==> config.mk <==
export PLATFORM = sky130hd
export DESIGN_NAME = vme_slave_address_decode
export DESIGN_NICKNAME = d
export VERILOG_FILES = /design/src/verilog/vme_decode_pkg.sv /design/src/verilog/vme_slave_address_decode.sv
export SDC_FILE = /design/constraint.sdc
export NUM_CORES = 1
export LEC_CHECK = 0
export ABC_AREA = 1
export BUFFER_PORTS_ARGS = -buffer_cell sky130_fd_sc_hd__buf_2
export CORE_ASPECT_RATIO = 1.1
export CORE_UTILIZATION = 42
export DETAILED_ROUTE_END_ITERATION = 10
export PLACE_DENSITY_LB_ADDON = 0.15
export SLEW_MARGIN = 20
export SYNTH_ARGS = -nofsm -noshare
export SYNTH_HDL_FRONTEND = slang
export SYNTH_SLANG_ARGS = --single-unit
export TNS_END_PERCENT = 10
==> constraint.sdc <==
create_clock -name clock -period 2.1 [get_ports clock]
set_input_delay 0.21 -clock clock [delete_from_list [all_inputs] [get_ports clock]]
set_output_delay 0.21 -clock clock [all_outputs]
set_load 0.01 [all_outputs]
==> src/verilog/vme_decode_pkg.sv <==
/*
 * Shared constants for the slave address decoder: modifier codes,
 * register offsets, field positions and reset values.
 * Assumes a single 100 MHz module clock.
 */
package vme_decode_pkg;
	// accepted modifier codes
	localparam logic [5:0] AM_A24_SUP_BLT = 6'h3F;
	localparam logic [5:0] AM_A24_SUP_DATA = 6'h3D;
	localparam logic [5:0] AM_A24_SUP_MBLT = 6'h3C;
	localparam logic [5:0] AM_A24_USR_BLT = 6'h3B;
	localparam logic [5:0] AM_A24_USR_DATA = 6'h39;
	localparam logic [5:0] AM_A24_USR_MBLT = 6'h38;
	localparam logic [5:0] AM_CSR = 6'h2F;
	localparam logic [5:0] AM_A32_SUP_BLT = 6'h0F;
	localparam logic [5:0] AM_A32_SUP_DATA = 6'h0D;
	localparam logic [5:0] AM_A32_SUP_MBLT = 6'h0C;
	localparam logic [5:0] AM_A32_USR_BLT = 6'h0B;
	localparam logic [5:0] AM_A32_USR_DATA = 6'h09;
	localparam logic [5:0] AM_A32_USR_MBLT = 6'h08;
	////////////////////////////////////////////////////////////////////
	// register offsets within the 64 KB window
	localparam logic [15:0] OFF_SLOT = 16'h1002;
	localparam logic [15:0] OFF_CTRL_SET = 16'h1006;
	localparam logic [15:0] OFF_CTRL_CLR = 16'h1008;
	localparam logic [15:0] OFF_BASE_HIGH = 16'h1030;
	localparam logic [15:0] OFF_BASE_LOW = 16'h1032;
	// first offset above the readout buffer
	localparam logic [15:0] OUTBUF_END = 16'h1000;
	// control bit selecting programmable base
	localparam int BASE_SRC_BIT = 4;
	localparam logic BASE_SRC_RESET = 1'b0;
	localparam logic [7:0] BASE_REG_RESET = 8'h00;
	localparam logic [4:0] SLOT_RESET = 5'h00;
	// reset capture of slot lines after synchroniser fills
	localparam logic [1:0] CAP_TAKE = 2'h2;
	localparam logic [1:0] CAP_DONE = 2'h3;
	////////////////////////////////////////////////////////////////////
	typedef enum logic [1:0] {
		SPACE_NONE,
		SPACE_A24,
		SPACE_A32,
		SPACE_CSR
	} space_e;
	typedef enum logic [1:0] {
		XFER_SINGLE,
		XFER_BLT,
		XFER_MBLT,
		XFER_CSR
	} xfer_e;
	typedef enum logic {
		CYC_IDLE,
		CYC_ACK
	} cyc_e;
endpackage

==> src/verilog/vme_slave_address_decode.sv <==
/*
 * Address decode front end of a bus slave: modifier check, base compare
 * against switches or programmable registers, slot-position decode, and
 * the few registers that steer it.
 * Assumes all bus and backplane inputs are asynchronous to clock; each
 * passes two flip-flops. Address, modifier and data are stable while
 * the strobes are asserted, as the bus guarantees.
 */
`timescale 1ns/1ps
module vme_slave_address_decode (
	// clock and reset
	input wire logic clock,
	input wire logic rst_n,
	// bus cycle pins
	input wire logic as_n,
	input wire logic ds_n,
	input wire logic write_n,
	input wire logic [5:0] am,
	input wire logic [31:0] addr,
	input wire logic [15:0] data_in,
	// board straps and backplane
	input wire logic [15:0] base_switch,
	input wire logic [4:0] slot_id_lines,
	input wire logic aux_backplane_connector,
	// decode results
	output logic hit,
	output logic addr_a32,
	output logic [1:0] xfer_kind,
	output logic [15:0] reg_offset,
	output logic [4:0] slot_position_code,
	// bus answer
	output logic dtack_n,
	output logic [15:0] data_out,
	output logic data_oe
);
	typedef struct packed {
		vme_decode_pkg::cyc_e cyc;
		logic [1:0] cap_cnt;
		logic [4:0] slot_pos;
		logic [4:0] slot_tag;
		logic base_src;
		logic [7:0] base_high;
		logic [7:0] base_low;
		logic [1:0] as_s;
		logic [1:0] ds_s;
		logic [1:0] wr_s;
		logic [1:0] aux_s;
		logic [5:0] am_s1;
		logic [5:0] am_s2;
		logic [31:0] a_s1;
		logic [31:0] a_s2;
		logic [15:0] d_s1;
		logic [15:0] d_s2;
		logic [15:0] sw_s1;
		logic [15:0] sw_s2;
		logic [4:0] sl_s1;
		logic [4:0] sl_s2;
		logic hit;
		logic a32;
		vme_decode_pkg::xfer_e kind;
		logic [15:0] offset;
		logic dtack_n;
		logic [15:0] rd_data;
		logic data_oe;
	} state_s;

	state_s st;
	state_s next_st;
	vme_decode_pkg::space_e space;
	logic [15:0] base;
	logic cycle_on;
	logic match;

	////////////////////////////////////////////////////////////////////
	// modifier to address space
	function automatic vme_decode_pkg::space_e am_space(
		input logic [5:0] code
	);
		case (code)
			vme_decode_pkg::AM_A24_SUP_BLT,
			vme_decode_pkg::AM_A24_SUP_DATA,
			vme_decode_pkg::AM_A24_SUP_MBLT,
			vme_decode_pkg::AM_A24_USR_BLT,
			vme_decode_pkg::AM_A24_USR_DATA,
			vme_decode_pkg::AM_A24_USR_MBLT:
				return vme_decode_pkg::SPACE_A24;
			vme_decode_pkg::AM_A32_SUP_BLT,
			vme_decode_pkg::AM_A32_SUP_DATA,
			vme_decode_pkg::AM_A32_SUP_MBLT,
			vme_decode_pkg::AM_A32_USR_BLT,
			vme_decode_pkg::AM_A32_USR_DATA,
			vme_decode_pkg::AM_A32_USR_MBLT:
				return vme_decode_pkg::SPACE_A32;
			vme_decode_pkg::AM_CSR:
				return vme_decode_pkg::SPACE_CSR;
			default:
				return vme_decode_pkg::SPACE_NONE;
		endcase
	endfunction

	// modifier to transfer type
	function automatic vme_decode_pkg::xfer_e am_kind(
		input logic [5:0] code
	);
		case (code)
			vme_decode_pkg::AM_A24_SUP_BLT,
			vme_decode_pkg::AM_A24_USR_BLT,
			vme_decode_pkg::AM_A32_SUP_BLT,
			vme_decode_pkg::AM_A32_USR_BLT:
				return vme_decode_pkg::XFER_BLT;
			vme_decode_pkg::AM_A24_SUP_MBLT,
			vme_decode_pkg::AM_A24_USR_MBLT,
			vme_decode_pkg::AM_A32_SUP_MBLT,
			vme_decode_pkg::AM_A32_USR_MBLT:
				return vme_decode_pkg::XFER_MBLT;
			vme_decode_pkg::AM_CSR:
				return vme_decode_pkg::XFER_CSR;
			default:
				return vme_decode_pkg::XFER_SINGLE;
		endcase
	endfunction

	////////////////////////////////////////////////////////////////////
	always_comb begin
		next_st = st;
		next_st.as_s = {st.as_s[0], as_n};
		next_st.ds_s = {st.ds_s[0], ds_n};
		next_st.wr_s = {st.wr_s[0], write_n};
		next_st.aux_s = {st.aux_s[0], aux_backplane_connector};
		next_st.am_s1 = am;
		next_st.am_s2 = st.am_s1;
		next_st.a_s1 = addr;
		next_st.a_s2 = st.a_s1;
		next_st.d_s1 = data_in;
		next_st.d_s2 = st.d_s1;
		next_st.sw_s1 = base_switch;
		next_st.sw_s2 = st.sw_s1;
		next_st.sl_s1 = slot_id_lines;
		next_st.sl_s2 = st.sl_s1;

		if (st.cap_cnt != vme_decode_pkg::CAP_DONE) begin
			next_st.cap_cnt = st.cap_cnt + 2'h1;
			if (st.cap_cnt == vme_decode_pkg::CAP_TAKE) begin
				next_st.slot_pos = st.sl_s2;
			end
		end

		cycle_on = !st.as_s[1] && !st.ds_s[1];
		space = am_space(st.am_s2);
		base = st.base_src ? {st.base_high, st.base_low} : st.sw_s2;
		// compare width by space, 64 KB granularity
		case (space)
			vme_decode_pkg::SPACE_A24:
				match = st.a_s2[23:16] == base[7:0];
			vme_decode_pkg::SPACE_A32:
				match = st.a_s2[31:16] == base;
			vme_decode_pkg::SPACE_CSR:
				match = st.aux_s[1]
					&& st.cap_cnt == vme_decode_pkg::CAP_DONE
					&& st.a_s2[23:19] == st.slot_pos
					&& st.a_s2[18:16] == 3'h0
					&& st.a_s2[15:0] >= vme_decode_pkg::OUTBUF_END;
			default:
				match = 1'b0;
		endcase

		case (st.cyc)
			vme_decode_pkg::CYC_IDLE: begin
				if (cycle_on && match) begin
					next_st.cyc = vme_decode_pkg::CYC_ACK;
					next_st.hit = 1'b1;
					next_st.a32 = space == vme_decode_pkg::SPACE_A32;
					next_st.kind = am_kind(st.am_s2);
					next_st.offset = st.a_s2[15:0];
					next_st.dtack_n = 1'b0;
					if (!st.wr_s[1]) begin
						case (st.a_s2[15:0])
							vme_decode_pkg::OFF_CTRL_SET:
								if (st.d_s2[vme_decode_pkg::BASE_SRC_BIT]) begin
									next_st.base_src = 1'b1;
								end
							vme_decode_pkg::OFF_CTRL_CLR:
								if (st.d_s2[vme_decode_pkg::BASE_SRC_BIT]) begin
									next_st.base_src = 1'b0;
								end
							vme_decode_pkg::OFF_BASE_HIGH:
								next_st.base_high = st.d_s2[7:0];
							vme_decode_pkg::OFF_BASE_LOW:
								next_st.base_low = st.d_s2[7:0];
							vme_decode_pkg::OFF_SLOT:
								if (!st.aux_s[1]) begin
									next_st.slot_tag = st.d_s2[4:0];
								end
							default: ;
						endcase
					end else begin
						next_st.data_oe = 1'b1;
						case (st.a_s2[15:0])
							vme_decode_pkg::OFF_CTRL_SET,
							vme_decode_pkg::OFF_CTRL_CLR: begin
								next_st.rd_data = 16'h0000;
								next_st.rd_data[vme_decode_pkg::BASE_SRC_BIT] =
									st.base_src;
							end
							vme_decode_pkg::OFF_BASE_HIGH:
								next_st.rd_data = {8'h00, st.base_high};
							vme_decode_pkg::OFF_BASE_LOW:
								next_st.rd_data = {8'h00, st.base_low};
							vme_decode_pkg::OFF_SLOT:
								next_st.rd_data = {11'h000, st.aux_s[1] ?
									st.slot_pos : st.slot_tag};
							default:
								next_st.rd_data = 16'h0000;
						endcase
					end
				end
			end
			vme_decode_pkg::CYC_ACK: begin
				if (st.ds_s[1]) begin
					next_st.cyc = vme_decode_pkg::CYC_IDLE;
					next_st.hit = 1'b0;
					next_st.dtack_n = 1'b1;
					next_st.data_oe = 1'b0;
				end
			end
			default:
				next_st.cyc = vme_decode_pkg::CYC_IDLE;
		endcase
	end

	////////////////////////////////////////////////////////////////////
	always_ff @(posedge clock or negedge rst_n) begin
		if (!rst_n) begin
			st <= '0;
			st.cyc <= vme_decode_pkg::CYC_IDLE;
			st.slot_pos <= vme_decode_pkg::SLOT_RESET;
			st.slot_tag <= vme_decode_pkg::SLOT_RESET;
			st.base_src <= vme_decode_pkg::BASE_SRC_RESET;
			st.base_high <= vme_decode_pkg::BASE_REG_RESET;
			st.base_low <= vme_decode_pkg::BASE_REG_RESET;
			st.as_s <= 2'h3;
			st.ds_s <= 2'h3;
			st.wr_s <= 2'h3;
			st.dtack_n <= 1'b1;
		end else begin
			st <= next_st;
		end
	end

	assign hit = st.hit;
	assign addr_a32 = st.a32;
	assign xfer_kind = st.kind;
	assign reg_offset = st.offset;
	assign slot_position_code = st.slot_pos;
	assign dtack_n = st.dtack_n;
	assign data_out = st.rd_data;
	assign data_oe = st.data_oe;

	////////////////////////////////////////////////////////////////////
	a_a24_answer: assert property (@(posedge clock) disable iff (!rst_n)
		st.cyc == vme_decode_pkg::CYC_IDLE && cycle_on
		&& space == vme_decode_pkg::SPACE_A24 && st.a_s2[23:16] == base[7:0]
		|=> !dtack_n && hit && !addr_a32)
		else $error("a24 cycle at base not answered");
	a_a32_answer: assert property (@(posedge clock) disable iff (!rst_n)
		st.cyc == vme_decode_pkg::CYC_IDLE && cycle_on
		&& space == vme_decode_pkg::SPACE_A32 && st.a_s2[31:16] == base
		|=> !dtack_n ##0 addr_a32 ##0 reg_offset == $past(st.a_s2[15:0]))
		else $error("a32 cycle at base not answered");
	a_csr_kind: assert property (@(posedge clock) disable iff (!rst_n)
		st.cyc == vme_decode_pkg::CYC_IDLE && cycle_on && match
		&& st.am_s2 == vme_decode_pkg::AM_CSR
		|=> xfer_kind == vme_decode_pkg::XFER_CSR)
		else $error("csr access mistyped");
	a_no_answer: assert property (@(posedge clock) disable iff (!rst_n)
		st.cyc == vme_decode_pkg::CYC_IDLE && (!cycle_on || !match)
		|=> dtack_n && !hit)
		else $error("answered an unmatched cycle");
	a_switch_base: assert property (@(posedge clock) disable iff (!rst_n)
		!st.base_src && space == vme_decode_pkg::SPACE_A32
		&& st.a_s2[31:16] != st.sw_s2 |-> !match)
		else $error("matched away from switch base");
	a_reg_base: assert property (@(posedge clock) disable iff (!rst_n)
		st.base_src && space == vme_decode_pkg::SPACE_A32
		&& st.a_s2[31:16] == {st.base_high, st.base_low} |-> match)
		else $error("register base not matched");
	a_set_source: assert property (@(posedge clock) disable iff (!rst_n)
		st.cyc == vme_decode_pkg::CYC_IDLE && cycle_on && match
		&& !st.wr_s[1] && st.a_s2[15:0] == vme_decode_pkg::OFF_CTRL_SET
		&& st.d_s2[vme_decode_pkg::BASE_SRC_BIT] |=> st.base_src)
		else $error("base source not set");
	a_reset_source: assert property (@(posedge clock) disable iff (!rst_n)
		st.cap_cnt == 2'h0 |-> !st.base_src)
		else $error("base source not zero after reset");
	a_geo_no_aux: assert property (@(posedge clock) disable iff (!rst_n)
		!st.aux_s[1] && space == vme_decode_pkg::SPACE_CSR |-> !match)
		else $error("slot decode without slot lines");
	a_geo_fields: assert property (@(posedge clock) disable iff (!rst_n)
		space == vme_decode_pkg::SPACE_CSR
		&& (st.a_s2[23:19] != st.slot_pos || st.a_s2[18:16] != 3'h0)
		|-> !match)
		else $error("slot decode field mismatch accepted");
	a_outbuf_hidden: assert property (@(posedge clock) disable iff (!rst_n)
		space == vme_decode_pkg::SPACE_CSR
		&& st.a_s2[15:0] < vme_decode_pkg::OUTBUF_END |-> !match)
		else $error("readout buffer reached by slot decode");
	a_slot_held: assert property (@(posedge clock) disable iff (!rst_n)
		st.cap_cnt == vme_decode_pkg::CAP_DONE |=> $stable(st.slot_pos))
		else $error("slot code changed after capture");
endmodule // vme_slave_address_decode

# [Word level (Yosys, flattened, before mapping)]
# Memory sizes are Yosys's and may differ from the RTL's.
# Cells that the tools add are included.
[totals] n_memories=1 romBits=128 in_bits=81 word_cells=102 output_inout_bits=43 ff_bits=210
[op_classes] add_sub_neg=1 n_bitwise=3 eq_ne=28 n_reduce_logical=22 mux=18 n_lt_le_gt_ge=1
[memory_table] memory="(no name shown)" depth=64 width=2 read_ports=1 rd_ports_with_merged_regs=0 wr=0 line="vme_slave_address_decode.sv:79" source="case (code)"
[op_table] cell="$eq A16 B13 Y1 const B" n=5
[op_table] cell="$mux W38" n=1
[op_table] cell="$pmux W8 S4" n=1
[op_table] cell="$eq A6 B6 Y1 const B" n=5
[op_table] cell="$eq A6 B4 Y1 const B" n=4
[op_table] cell="$mux W17" n=1
[op_table] cell="$eq A16 B16 Y1" n=1
[op_table] cell="$ge A16 B13 Y1 const B" n=1
[op_table] cell="$mux W16" n=1
[op_table] cell="$ne A2 B2 Y1 const B" n=6
[op_table] cell="$pmux W1 S2" n=5
[op_table] cell="$eq A2 B2 Y1 const B" n=4
[op_table] cell="$eq A8 B8 Y1" n=1
[op_table] cell="$reduce_and A4 Y1" n=2
[op_table] cell="$reduce_or A4 Y1" n=2
[op_table] cell="$logic_and A1 B1 Y1" n=6
[op_table] cell="$mux W1" n=6
[op_table] cell="$pmux W2 S3" n=1
[op_table] cell="$reduce_and A2 Y1" n=3
[op_table] cell="$reduce_and A3 Y1" n=2
[op_table] cell="$reduce_and A6 Y1" n=1
[op_table] cell="$eq A5 B5 Y1" n=1
[op_table] cell="$mux W5" n=1
[op_table] cell="$reduce_and A5 Y1" n=1
[op_table] cell="other kinds (8)" n=11

# [Logic depth before layout (Yosys ltp)]
# Gate-level depths: netlist (run 1).
[logic_depth] depth_word=9 ltp_mapped=16 ltp_nobuf=15

# [Least setup slack after synthesis (run 1)]
# OpenSTA, ideal clock, no wires.
[synth_timing] kind="register to register" startpoint="reg st[212] (netlist name)" endpoint="reg st, in the netlist addr_a32" required_ps=1983 stages_incl_launch_ff=16 arrival_time_ps=1700 path_buffers=3 slack_ps=283 setup_ps=117 period_less_slack_ps=1817 cell_sequence="dfrtp_1 -> buf_6 -> buf_8 -> nand2_2 -> nand3b_1 -> nand2_1 -> nand2_1 -> nor2_2 -> nand3_1 -> nor2_2 -> nor2_2 -> nor2_4 -> nand2_1 -> buf_2 -> nand2_1 -> nand2_1"
[synth_between] elab_chain_cells=5 word_cells_on_any_way=6 classes_between="eq/ne: 2; mux: 2; reduce/logical: 2"
[synth_lines] item="start, declared" line="vme_slave_address_decode.sv:67" source="state_s st;"
[synth_lines] item="start signal, assigned" line="vme_slave_address_decode.sv:246" source="st <= next_st;"
[synth_lines] item="$mux W16 *" line="vme_slave_address_decode.sv:150" source="base = st.base_src ? {st.base_high, st.base_low} : st.sw_s2;"
[synth_lines] item="$eq A16 B16 Y1 or $eq A8 B8 Y1 (tied branches)" line="vme_slave_address_decode.sv:156, vme_slave_address_decode.sv:154"
[synth_lines] item="$pmux W1 S3 *" line="vme_slave_address_decode.sv:152" source="case (space)"
[synth_lines] item="$logic_and A1 B1 Y1 *" line="vme_slave_address_decode.sv:169" source="if (cycle_on && match) begin"
[synth_lines] item="$reduce_and A2 Y1 (no source line) *"
# Every way passes the cells marked *; elsewhere a longest branch is shown, timed or not.
# A chain may end at the register's enable or synchronous reset.

# [Worst setup path in the final report (run 1)]
[layout_timing] startpoint="reg st[212] (netlist name)" endpoint="reg st[212] (netlist name)"
[layout_between] elab_chain_cells=5 word_cells_on_any_way=6 classes_between="eq/ne: 2; mux: 2; reduce/logical: 2"
[layout_lines] item="$mux W16 *" line="vme_slave_address_decode.sv:150"
[layout_lines] item="$eq A16 B16 Y1 or $eq A8 B8 Y1 (tied branches)" line="vme_slave_address_decode.sv:156, vme_slave_address_decode.sv:154"
[layout_lines] item="$pmux W1 S3 *" line="vme_slave_address_decode.sv:152"
[layout_lines] item="$logic_and A1 B1 Y1 *" line="vme_slave_address_decode.sv:169"
[layout_lines] item="$reduce_and A6 Y1 (no source line) *"
# Marks and branches as above.

==> flow_metrics.env, run 1 <==
export IMPL_grtUsageMet3=0.0290
export IMPL_drtIter0Drc=276
export IMPL_synthCells=751
export IMPL_status="finished, final reports clean"
export IMPL_min_period_over_period=0.987
export IMPL_critPathMaxFanout=23
export IMPL_grt_pass1_wl_um=26600
export IMPL_cts_reportedPaths_clkPinSlew_ns=0.06
export IMPL_ant_nets=0
export IMPL_critPathCaptureType="register"
export IMPL_grt_pass1_vias=5508
export IMPL_antenna_found_initial=0
export IMPL_cts_sinks=202
export IMPL_rsz0062_at_grt="true"
export IMPL_fillers=1581
export IMPL_fin_nets=1024
export IMPL_clock_latency_ns=0.50
export IMPL_grt_use_total=0.185
export IMPL_grt_use_met1=0.229
export IMPL_final_layout_size_suffix_gt1_frac=0.239
export IMPL_drt_wl_total_um=16400
export IMPL_crit_path_max_incr_delay_ns=0.40
export IMPL_cp_top_family="simple AND/OR/NAND/NOR gates"
export IMPL_crit_slowest_cell="dfrtp_1"
export IMPL_max_freq_ghz=0.483
export IMPL_netlist_area_mm2=0.00762
export IMPL_ios=124
export IMPL_avgSynthCellArea_um2=10.1
export IMPL_grt_max_degree=70
export IMPL_hold_viol_final=0
export IMPL_hp_class="input pin to asynchronous set/reset pin"
export IMPL_power_leakage_nw=5.21
export IMPL_htree_num_levels=1
export IMPL_yosys_top_cells_count="nand2_1 (254), dfrtp_1 (195), inv_1 (65)"
export IMPL_vias=5512
export IMPL_vdd_drop_max_v=0.000594
export IMPL_drt_pass1_iterations=4
export IMPL_num_rows=51
export IMPL_synth_top_cell_by_area="dfrtp_1"
export IMPL_busiest_layer="met2"
export IMPL_die_h_um=143
export IMPL_ys_flop_type="dfrtp_1"
export IMPL_initial_core_util=0.430
export IMPL_viasPerCell=4.62
export IMPL_seq_area_frac_synth=0.664
export IMPL_dpl_hpwl_um=11500
export IMPL_yosys_register_bits=202
export IMPL_grtUsageMet2=0.329
export IMPL_cts_root_buf="clkbuf_16"
export IMPL_crit_required_ns=2.49
export IMPL_yosysWarningCount=0
export IMPL_antennaDiodeCount=0
export IMPL_die_w_um=130
export IMPL_drc=0
export IMPL_drv_cap=0
export IMPL_finClkSkew_ns=0.0193
export IMPL_place_congestion=0.836
export IMPL_min_period_ns=2.07
export IMPL_cts_tree="yes"
export IMPL_io_buffers=107
export IMPL_synthTopCellsByArea="dfrtp_1 (64%), nand2_1 (13%), buf_4 (3.8%)"
export IMPL_numCtsBuffers=21
export IMPL_worst_slew_pin_transition_ns=0.584
export IMPL_yosysMostFrequentCell="nand2_1"
export IMPL_dp_cells=1083
export IMPL_critical_path_class="register to register"
export IMPL_cts_buffer_depth=3
export IMPL_powerDensity_mw_per_mm2=832
export IMPL_cp_arrival_ns=2.47
export IMPL_crit_top_cell="nand2_1"
export IMPL_crit_chain="inv_2, buf_12, nand2_4, buf_4, nand3_1, nand2_1, nand3_2, nor2_4, nand3_2, nand2_4, nor2_4, nor2_4, buf_12, nand2_1, nand2_1, nand2_1"
export IMPL_fin_cells=1192
export IMPL_whs_ns=0.264
export IMPL_post_drt_wl_per_cell_um=13.8
export IMPL_path_buf_inv=4
export IMPL_setup_viol=0
export IMPL_core_area_mm2=0.0177
export IMPL_cp_start_kind="register"
export IMPL_synth_top_area_frac=0.640
export IMPL_synth_edf_count=0
export IMPL_grt_overflow=0
export IMPL_die_area_mm2=0.0187
export IMPL_synth_cell_types=31
export IMPL_area_delta_synth_final_pct=31.7
export IMPL_maxSlewHeadroom=0.611
export IMPL_synth_async_reset_ratio=1.00
export IMPL_maxSlewViolCount=0
[state kept, by name, indices dropped and copies added, names as in the netlist]
register            cells
data_out                8
hit                     1
st                     96
slot_position_code      5
data_oe                 1
xfer_kind               2
addr_a32                1
next_st                71
dtack_n                 1
reg_offset             16
[report_power, final]
group | leakage, nW | internal, W | switching (W)
Sequential | 2.46 | 0.00404 | 0.0000696
Clock | 0.350 | 0.00235 | 0.00143
Combinational | 2.40 | 0.000219 | 0.000244
Total | 5.21 | 0.00661 | 0.00175
[worst paths after layout]
kind,start,slack [ns],cells after the start,endpoint
min in group clock,next_st[176]$_DFF_PN0_,0.34,0,st[176]$_DFF_PN0_
max in group asynchronous,rst_n,1.08,3,reg_offset[10]$_DFFE_PN0P_
worst max-delay path,st[212]$_DFFE_PN0P_,0.03,16,st[212]$_DFFE_PN0P_
worst min-delay path,rst_n,0.26,2,next_st[63]$_DFF_PN0_
worst min register to register,next_st[176]$_DFF_PN0_,0.34,0,st[176]$_DFF_PN0_
worst max register to register,st[212]$_DFFE_PN0P_,0.03,16,st[212]$_DFFE_PN0P_
[through the flow]
step | area [um2] | setup TNS (ns) | utilization | power [W] | setup slack (ns)
global placement | 8420 | -0.209 | 0.475 | 0.00451 | -0.0202
global route | 10000 | -4.74 | 0.566 | 0.00871 | -0.139
detailed placement | 8420 | -0.0886 | 0.475 | 0.00453 | -0.0222
floorplan | 7650 | 0 | - | 0.00431 | 0.283
finish | 10000 | 0 | 0.566 | 0.00835 | 0.0275
CTS | 9870 | 0 | 0.556 | 0.00845 | 0.00161
[layout make-up]
cell class                 count  area [um2]  area share
multi-input combinational    435        2080       0.207
clock buffer                  28         592      0.0590
tap                          238         298      0.0297
inverter                      66         248      0.0247
sequential                   202        5060       0.504
timing repair buffer         215        1630       0.163
clock inverter                 8         125      0.0125
[metal layers]
| layer | up-vias | wire length (um) |
|---|---|---|
| met5 | - | 0 |
| met4 | 0 | 428 |
| met3 | 37 | 631 |
| met2 | 121 | 8410 |
| met1 | 2665 | 6980 |
| li1 | 2689 | - |
[layout by cell type (no fill, tap or decap), types with 21 or more instances in the layout]
cell / synthesis / routed
nand2_1: 254 / 239
dfrtp_1: 195 / 195
buf_2: 7 / 106
dlygate4sd3_1: 0 / 72
inv_1: 65 / 64
nand3_1: 54 / 47
nor2_1: 37 / 32
nand4_1: 29 / 29
buf_4: 39 / 23
clkbuf_16: 0 / 21
[timing repair]
action	CTS	global route
resized for setup	3	49
endpoints found under the hold margin	128	0
cloned	0	1
buffers inserted	0	0
hold buffers	72	0
endpoints found under the setup margin	21	53
pin swaps	0	6
[kinds of logic after synthesis]
family          count (synthesis)  share of synthesized area
simple gates                  400                      0.230
flops                         202                      0.664
buf+inv                       121                     0.0844
compound gates                 24                     0.0164
fa+ha+maj                       2                    0.00328
xor+xnor                        1                    0.00115
other cells                     1                   0.000492
Power figures use the tool's default switching activity.
==> run 2, diff against run 1 <==
--- a/config.mk
+++ b/config.mk
@@ -11,6 +11,7 @@
 export CORE_UTILIZATION = 42
 export DETAILED_ROUTE_END_ITERATION = 10
 export PLACE_DENSITY_LB_ADDON = 0.15
+export REMOVE_ABC_BUFFERS = 1
 export SLEW_MARGIN = 20
 export SYNTH_ARGS = -nofsm -noshare
 export SYNTH_HDL_FRONTEND = slang
==> run 2 against run 1 <==
The run now ends with setup timing left. Die area is the same. Core utilization down 0.38 points. Count of clock-buffer cells in the layout increased by 1. Flip-flop and latch count did not move. Non-clock buffer count unchanged. Combinational power fell by 3%. Sequential power about the same. Worst hold slack lost 0.035 ns. Cell count did not move. Cell area is 0.67% lower. Wire length shrank 2.3%. Register-to-register slack worse by 0.03 ns. Critical endpoint is now reg_offset[12]$_DFFE_PN0P_. Largest cell class unchanged. Largest power group unchanged.
==> flow_metrics.env, run 2 (same netlist as run 1, synthesis figures left out) <==
export IMPL_status="finished with violations"
export IMPL_violations="setup timing"
export IMPL_dpl_cell_area_mm2=0.00844
export IMPL_die_area_mm2=0.0187
export IMPL_cp_start_kind="register"
export IMPL_rr_startpoint="st[212]$_DFFE_PN0P_"
export IMPL_multiInputGateArea_mm2=0.00205
export IMPL_hold_viol_final=0
export IMPL_cts_reportedPaths_clkPinSlew_ns=0.06
export IMPL_drt_wl_total_um=16100
export IMPL_die_w_um=130
export IMPL_crit_chain="buf_4, nand2_1, nand2_1, nand2_1, nand2_1, nand2_1, nor2_1, nand2_2, nor2_2, nor2_2, buf_4, nor3_4, buf_12, nand2_1, nand2_1"
export IMPL_cp_arrival_ns=2.53
export IMPL_critical_path_class="register to register"
export IMPL_cts_buffer_depth=3
export IMPL_final_layout_size_suffix_gt1_frac=0.238
export IMPL_cts_root_buf="clkbuf_16"
export IMPL_crit_path_max_incr_delay_ns=0.42
export IMPL_io_buffers=107
export IMPL_antennaDiodeCount=0
export IMPL_fin_area_mm2=0.00997
export IMPL_antenna_found_initial=0
export IMPL_htree_num_levels=1
export IMPL_numCtsBuffers=21
export IMPL_cts_tree="yes"
export IMPL_post_drt_wl_per_cell_um=13.5
export IMPL_power_leakage_nw=5.18
export IMPL_top_register="st"
export IMPL_clock_latency_ns=0.48
export IMPL_hp_class="input pin to asynchronous set/reset pin"
export IMPL_crit_slowest_cell="dfrtp_2"
export IMPL_rsz0062_at_grt="true"
export IMPL_grt_max_degree=72
export IMPL_max_freq_ghz=0.475
export IMPL_area_delta_synth_final_pct=30.8
export IMPL_finalSetupTns_ns=-0.00671
export IMPL_final_cell_mix="nand2_1 (235), dfrtp_1 (194), buf_2 (106)"
export IMPL_register_area_mm2=0.00506
export IMPL_viasPerCell=4.56
export IMPL_r2r_end="reg_offset[12]$_DFFE_PN0P_"
export IMPL_critPathLaunch="st[212]$_DFFE_PN0P_"
export IMPL_fin_nets=1024
export IMPL_drv_cap=0
export IMPL_path_depth=15
export IMPL_powerDensity_mw_per_mm2=810
export IMPL_dpl_hpwl_um=11200
export IMPL_ios=124
export IMPL_maxSlewViolCount=0
export IMPL_path_buf_inv=3
export IMPL_grt_overflow=0
export IMPL_whs_ns=0.229
export IMPL_core_area_mm2=0.0177
export IMPL_place_congestion=0.819
export IMPL_worst_slack_ns=-0.00618
export IMPL_finClkSkew_ns=0.00895
export IMPL_power_total_w=0.00807
export IMPL_reg2regPathDepth=15
export IMPL_dp_cells=1082
export IMPL_ant_nets=0
export IMPL_initial_core_util=0.430
export IMPL_endpoint="reg_offset[12]$_DFFE_PN0P_"
export IMPL_cp_top_family="simple AND/OR/NAND/NOR gates"
export IMPL_min_period_ns=2.11
export IMPL_crit_top_cell="nand2_1"
export IMPL_vdd_drop_max_v=0.000591
export IMPL_drt_pass1_iterations=4
export IMPL_grt_pass1_vias=5330
export IMPL_layout_commonest_cell="nand2_1"
export IMPL_crit_required_ns=2.52
export IMPL_vias=5435
export IMPL_regToRegSetupSlack_ns=-0.006
export IMPL_fin_cells=1192
export IMPL_num_rows=51
export IMPL_min_period_over_period=1.00
export IMPL_largest_reg_flops=96
export IMPL_fillers=1573
export IMPL_drtIter0Drc=231
export IMPL_die_h_um=143
export IMPL_grt_use_total=0.179
export IMPL_cts_sinks=202
export IMPL_grt_pass1_wl_um=26000
export IMPL_drc=0
export IMPL_setup_viol=2
export IMPL_critPathCaptureType="register"
export IMPL_critPathMaxFanout=18
run 2: timing repair:
item,4_1_cts,5_1_grt
gates cloned,0,1
hold buffers,72,0
pin swaps,0,1
hold endpoints to repair,112,0
setup endpoints to repair,38,52
setup buffers,0,1
resized for setup,5,36
run 2: area by class of cell:
type | instances | area share
inverters | 66 | 0.0253
clock buffers | 29 | 0.0567
well taps | 238 | 0.0299
clock inverters | 7 | 0.00878
flip-flops and latches | 202 | 0.508
multi-input cells | 435 | 0.205
repair buffers | 215 | 0.166
run 2: report_power, final:
part / switching (W) / internal, W / total (W)
sequential: 0.0000689 / 0.00404 / 0.00411
combinational: 0.000235 / 0.000213 / 0.000448
clock: 0.00139 / 0.00212 / 0.00351
run 2: how the worst min path moves through the flow:
stage	from	to	depth (start not counted)
after floorplan	rst_n	addr_a32$_DFFE_PN0P_	0
after global placement	rst_n	reg_offset[7]$_DFFE_PN0P_	1
after detailed placement	rst_n	reg_offset[7]$_DFFE_PN0P_	1
after CTS	rst_n	reg_offset[0]$_DFFE_PN0P_	2
after global routing	rst_n	reg_offset[6]$_DFFE_PN0P_	2
final	rst_n	reg_offset[6]$_DFFE_PN0P_	2
run 2: layer usage:
layer / track usage / routed length, um
met3: 0.0294 / 729
met4: 0.0538 / 225
met2: 0.304 / 7890
met5: 0 / 0
met1: 0.237 / 7220
run 2: stage by stage:
step | util | worst slack, ns
after detailed placement | 0.476 | -0.0590
after global placement | 0.476 | 0.0000895
after global routing | 0.562 | -0.165
after floorplan | - | -0.436
after CTS | 0.554 | 0.000832
final | 0.562 | -0.00618
==> run 3, diff against run 2 <==
--- a/config.mk
+++ b/config.mk
@@ -5,7 +5,7 @@
 export SDC_FILE = /design/constraint.sdc
 export NUM_CORES = 1
 export LEC_CHECK = 0
-export ABC_AREA = 1
+export ABC_AREA = 0
 export BUFFER_PORTS_ARGS = -buffer_cell sky130_fd_sc_hd__buf_2
 export CORE_ASPECT_RATIO = 1.1
 export CORE_UTILIZATION = 42
==> run 3 against run 2 <==
Critical path depth shrank 5. Die area shrank 6.4%. Sequential share of layout area grew 2.0 points. Critical endpoint unchanged. The run still ends with setup timing left.
==> flow_metrics.env, run 3 <==
export IMPL_grt_use_total=0.164
export IMPL_initial_core_util=0.432
export IMPL_die_area_mm2=0.0175
export IMPL_synth_async_reset_ratio=1.00
export IMPL_numCtsBuffers=21
export IMPL_worst_slew_pin_transition_ns=0.714
export IMPL_vias=3998
export IMPL_cts_sinks=202
export IMPL_critPathCaptureType="register"
export IMPL_violations="setup timing"
export IMPL_ios=124
export IMPL_dpl_cell_area_mm2=0.00810
export IMPL_drt_pass1_iterations=4
export IMPL_synthTopCellsByArea="dfrtp_1 (68%), buf_4 (4.3%), mux2_4 (3.8%)"
export IMPL_viasPerCell=4.55
export IMPL_setup_viol=51
export IMPL_worst_slack_ns=-0.284
export IMPL_drtIter0Drc=90
export IMPL_cp_start_kind="register"
export IMPL_drt_wl_total_um=13900
export IMPL_antenna_found_initial=0
export IMPL_yosysWarningCount=0
export IMPL_die_w_um=126
export IMPL_min_period_over_period=1.14
export IMPL_netlist_area_mm2=0.00713
export IMPL_ys_flop_type="dfrtp_1"
export IMPL_synth_cell_types=39
export IMPL_synth_edf_count=0
export IMPL_grt_pass1_vias=4446
export IMPL_die_h_um=139
export IMPL_maxSlewViolCount=0
export IMPL_cp_arrival_ns=2.75
export IMPL_critical_path_class="register to register"
export IMPL_place_congestion=0.789
export IMPL_avgSynthCellArea_um2=16.1
export IMPL_top_register="st"
export IMPL_vdd_drop_max_v=0.000606
export IMPL_synth_top_cell_by_area="dfrtp_1"
export IMPL_cts_tree="yes"
export IMPL_yosys_top_cells_count="dfrtp_1 (195), buf_4 (41), mux2i_1 (27)"
export IMPL_core_area_mm2=0.0165
export IMPL_synth_top_area_frac=0.685
export IMPL_largest_reg_flops=96
export IMPL_area_delta_synth_final_pct=34.5
export IMPL_yosys_register_bits=202
export IMPL_hp_class="input pin to asynchronous set/reset pin"
export IMPL_min_period_ns=2.38
export IMPL_maxSlewHeadroom=0.519
export IMPL_dpl_hpwl_um=9490
export IMPL_fin_nets=744
export IMPL_htree_num_levels=1
export IMPL_powerDensity_mw_per_mm2=842
export IMPL_grt_overflow=0
export IMPL_num_rows=49
export IMPL_regToRegSetupSlack_ns=-0.28
export IMPL_fin_area_mm2=0.00959
export IMPL_cts_reportedPaths_clkPinSlew_ns=0.06
export IMPL_critPathMaxFanout=21
export IMPL_finClkSkew_ns=0.0196
export IMPL_final_cell_mix="dfrtp_1 (195), buf_2 (106), dlygate4sd3_1 (72)"
export IMPL_status="finished with violations"
export IMPL_layout_commonest_cell="dfrtp_1"
export IMPL_clock_latency_ns=0.50
export IMPL_cts_buffer_depth=3
export IMPL_hold_viol_final=0
export IMPL_finalSetupTns_ns=-12.52
export IMPL_rsz0062_at_grt="true"
export IMPL_ant_nets=0
export IMPL_yosysMostFrequentCell="dfrtp_1"
export IMPL_antennaDiodeCount=0
export IMPL_post_drt_wl_per_cell_um=15.9
export IMPL_drv_cap=0
export IMPL_max_freq_ghz=0.419
export IMPL_seq_area_frac_synth=0.710
export IMPL_grt_max_degree=69
export IMPL_power_leakage_nw=4.61
export IMPL_dp_slack_ns=-0.624
export IMPL_synthCells=443
export IMPL_io_buffers=107
export IMPL_final_layout_size_suffix_gt1_frac=0.387
export IMPL_drc=0
export IMPL_grt_pass1_wl_um=22400
export IMPL_cts_root_buf="clkbuf_16"
export IMPL_crit_required_ns=2.47
[run 3: cell types whose count changed after synthesis, sizes merged, moves of 22 or more]
cell   previous run  this run
nand3            55        10
nand2           258        14
mux2              0        56
nand4            29         7
nor2             42         8
mux2i             0        27
inv              66         3
[run 3: cells by family (layout without fill, tap and decap cells)]
group,count (synthesis),count (layout),synth area share
simple gates,70,71,0.0585
fa+ha+maj,2,2,0.00351
buf+inv,50,273,0.0521
mux,83,83,0.136
compound gates,13,13,0.0121
other cells,1,8,0.000526
xor+xnor,22,22,0.0270
flops,202,202,0.710
[run 3: worst max-delay path: stages (launching register included)]
cell,delay (ns)
dfrtp_1,0.37
buf_12,0.15
mux2i_1,0.21
xor2_1,0.18
nand4_1,0.15
or3_4,0.40
nand3_4,0.11
buf_12,0.13
nand3_4,0.06
buf_12,0.18
mux2_4,0.30
[run 3: stage by stage]
| step | hold slack, ns | power [W] | instances | utilization |
|---|---|---|---|---|
| 3_3_place_gp | 0.246 | 0.00452 | 768 | 0.491 |
| 6_report | 0.278 | 0.00807 | 878 | 0.582 |
| 4_1_cts | 0.306 | 0.00818 | 878 | 0.578 |
| 3_5_place_dp | 0.257 | 0.00452 | 768 | 0.491 |
| 2_1_floorplan | -0.0856 | 0.00427 | 403 | - |
| 5_1_grt | 0.342 | 0.00840 | 878 | 0.582 |
[run 3: final timing paths]
path | cells after the start | end | from
setup / recovery | 10 | reg_offset[12]$_DFFE_PN0P_ | st[212]$_DFFE_PN0P_
hold / removal | 2 | reg_offset[15]$_DFFE_PN0P_ | rst_n
setup reg to reg | 10 | reg_offset[12]$_DFFE_PN0P_ | st[212]$_DFFE_PN0P_
hold reg to reg | 0 | st[83]$_DFF_PN0_ | next_st[83]$_DFF_PN0_
max in group asynchronous | 3 | next_st[55]$_DFF_PN0_ | rst_n
min in group clock | 2 | next_st[81]$_DFF_PN0_ | data_in[1]
[run 3: layer usage]
metal  part of all wire  wire [um]  vias up  GRT usage
met2               0.52       7250       96      0.293
met3              0.038        532       25     0.0255
met4              0.022        306        0     0.0520
li1                   -          -     1896          -
met1               0.42       5850     1981      0.202
met5                  0          0        -          0
[run 3: report_power, final]
| group | leakage [nW] | switching (W) | internal, W |
|---|---|---|---|
| Clock | 0.312 | 0.00142 | 0.00209 |
| Sequential | 2.46 | 0.0000719 | 0.00405 |
| Combinational | 1.84 | 0.000195 | 0.000243 |
| Total | 4.61 | 0.00169 | 0.00638 |
[run 3: what timing repair did]
item / 4_1_cts / 5_1_grt
pin swaps: 5 / 1
cloned: 1 / 0
resized for setup: 9 / 12
buffers inserted: 1 / 0
endpoints found under the hold margin: 129 / 0
endpoints found under the setup margin: 53 / 52
hold buffers: 72 / 0
[run 3: area by class of cell]
class / instances / area (um2)
fill: 1297 / 6900
sequential: 202 / 5060
multi-input combinational: 199 / 1820
timing repair buffer: 234 / 1790
clock buffer: 28 / 552
tap: 204 / 255
clock inverter: 8 / 98.8
inverter: 3 / 11.3
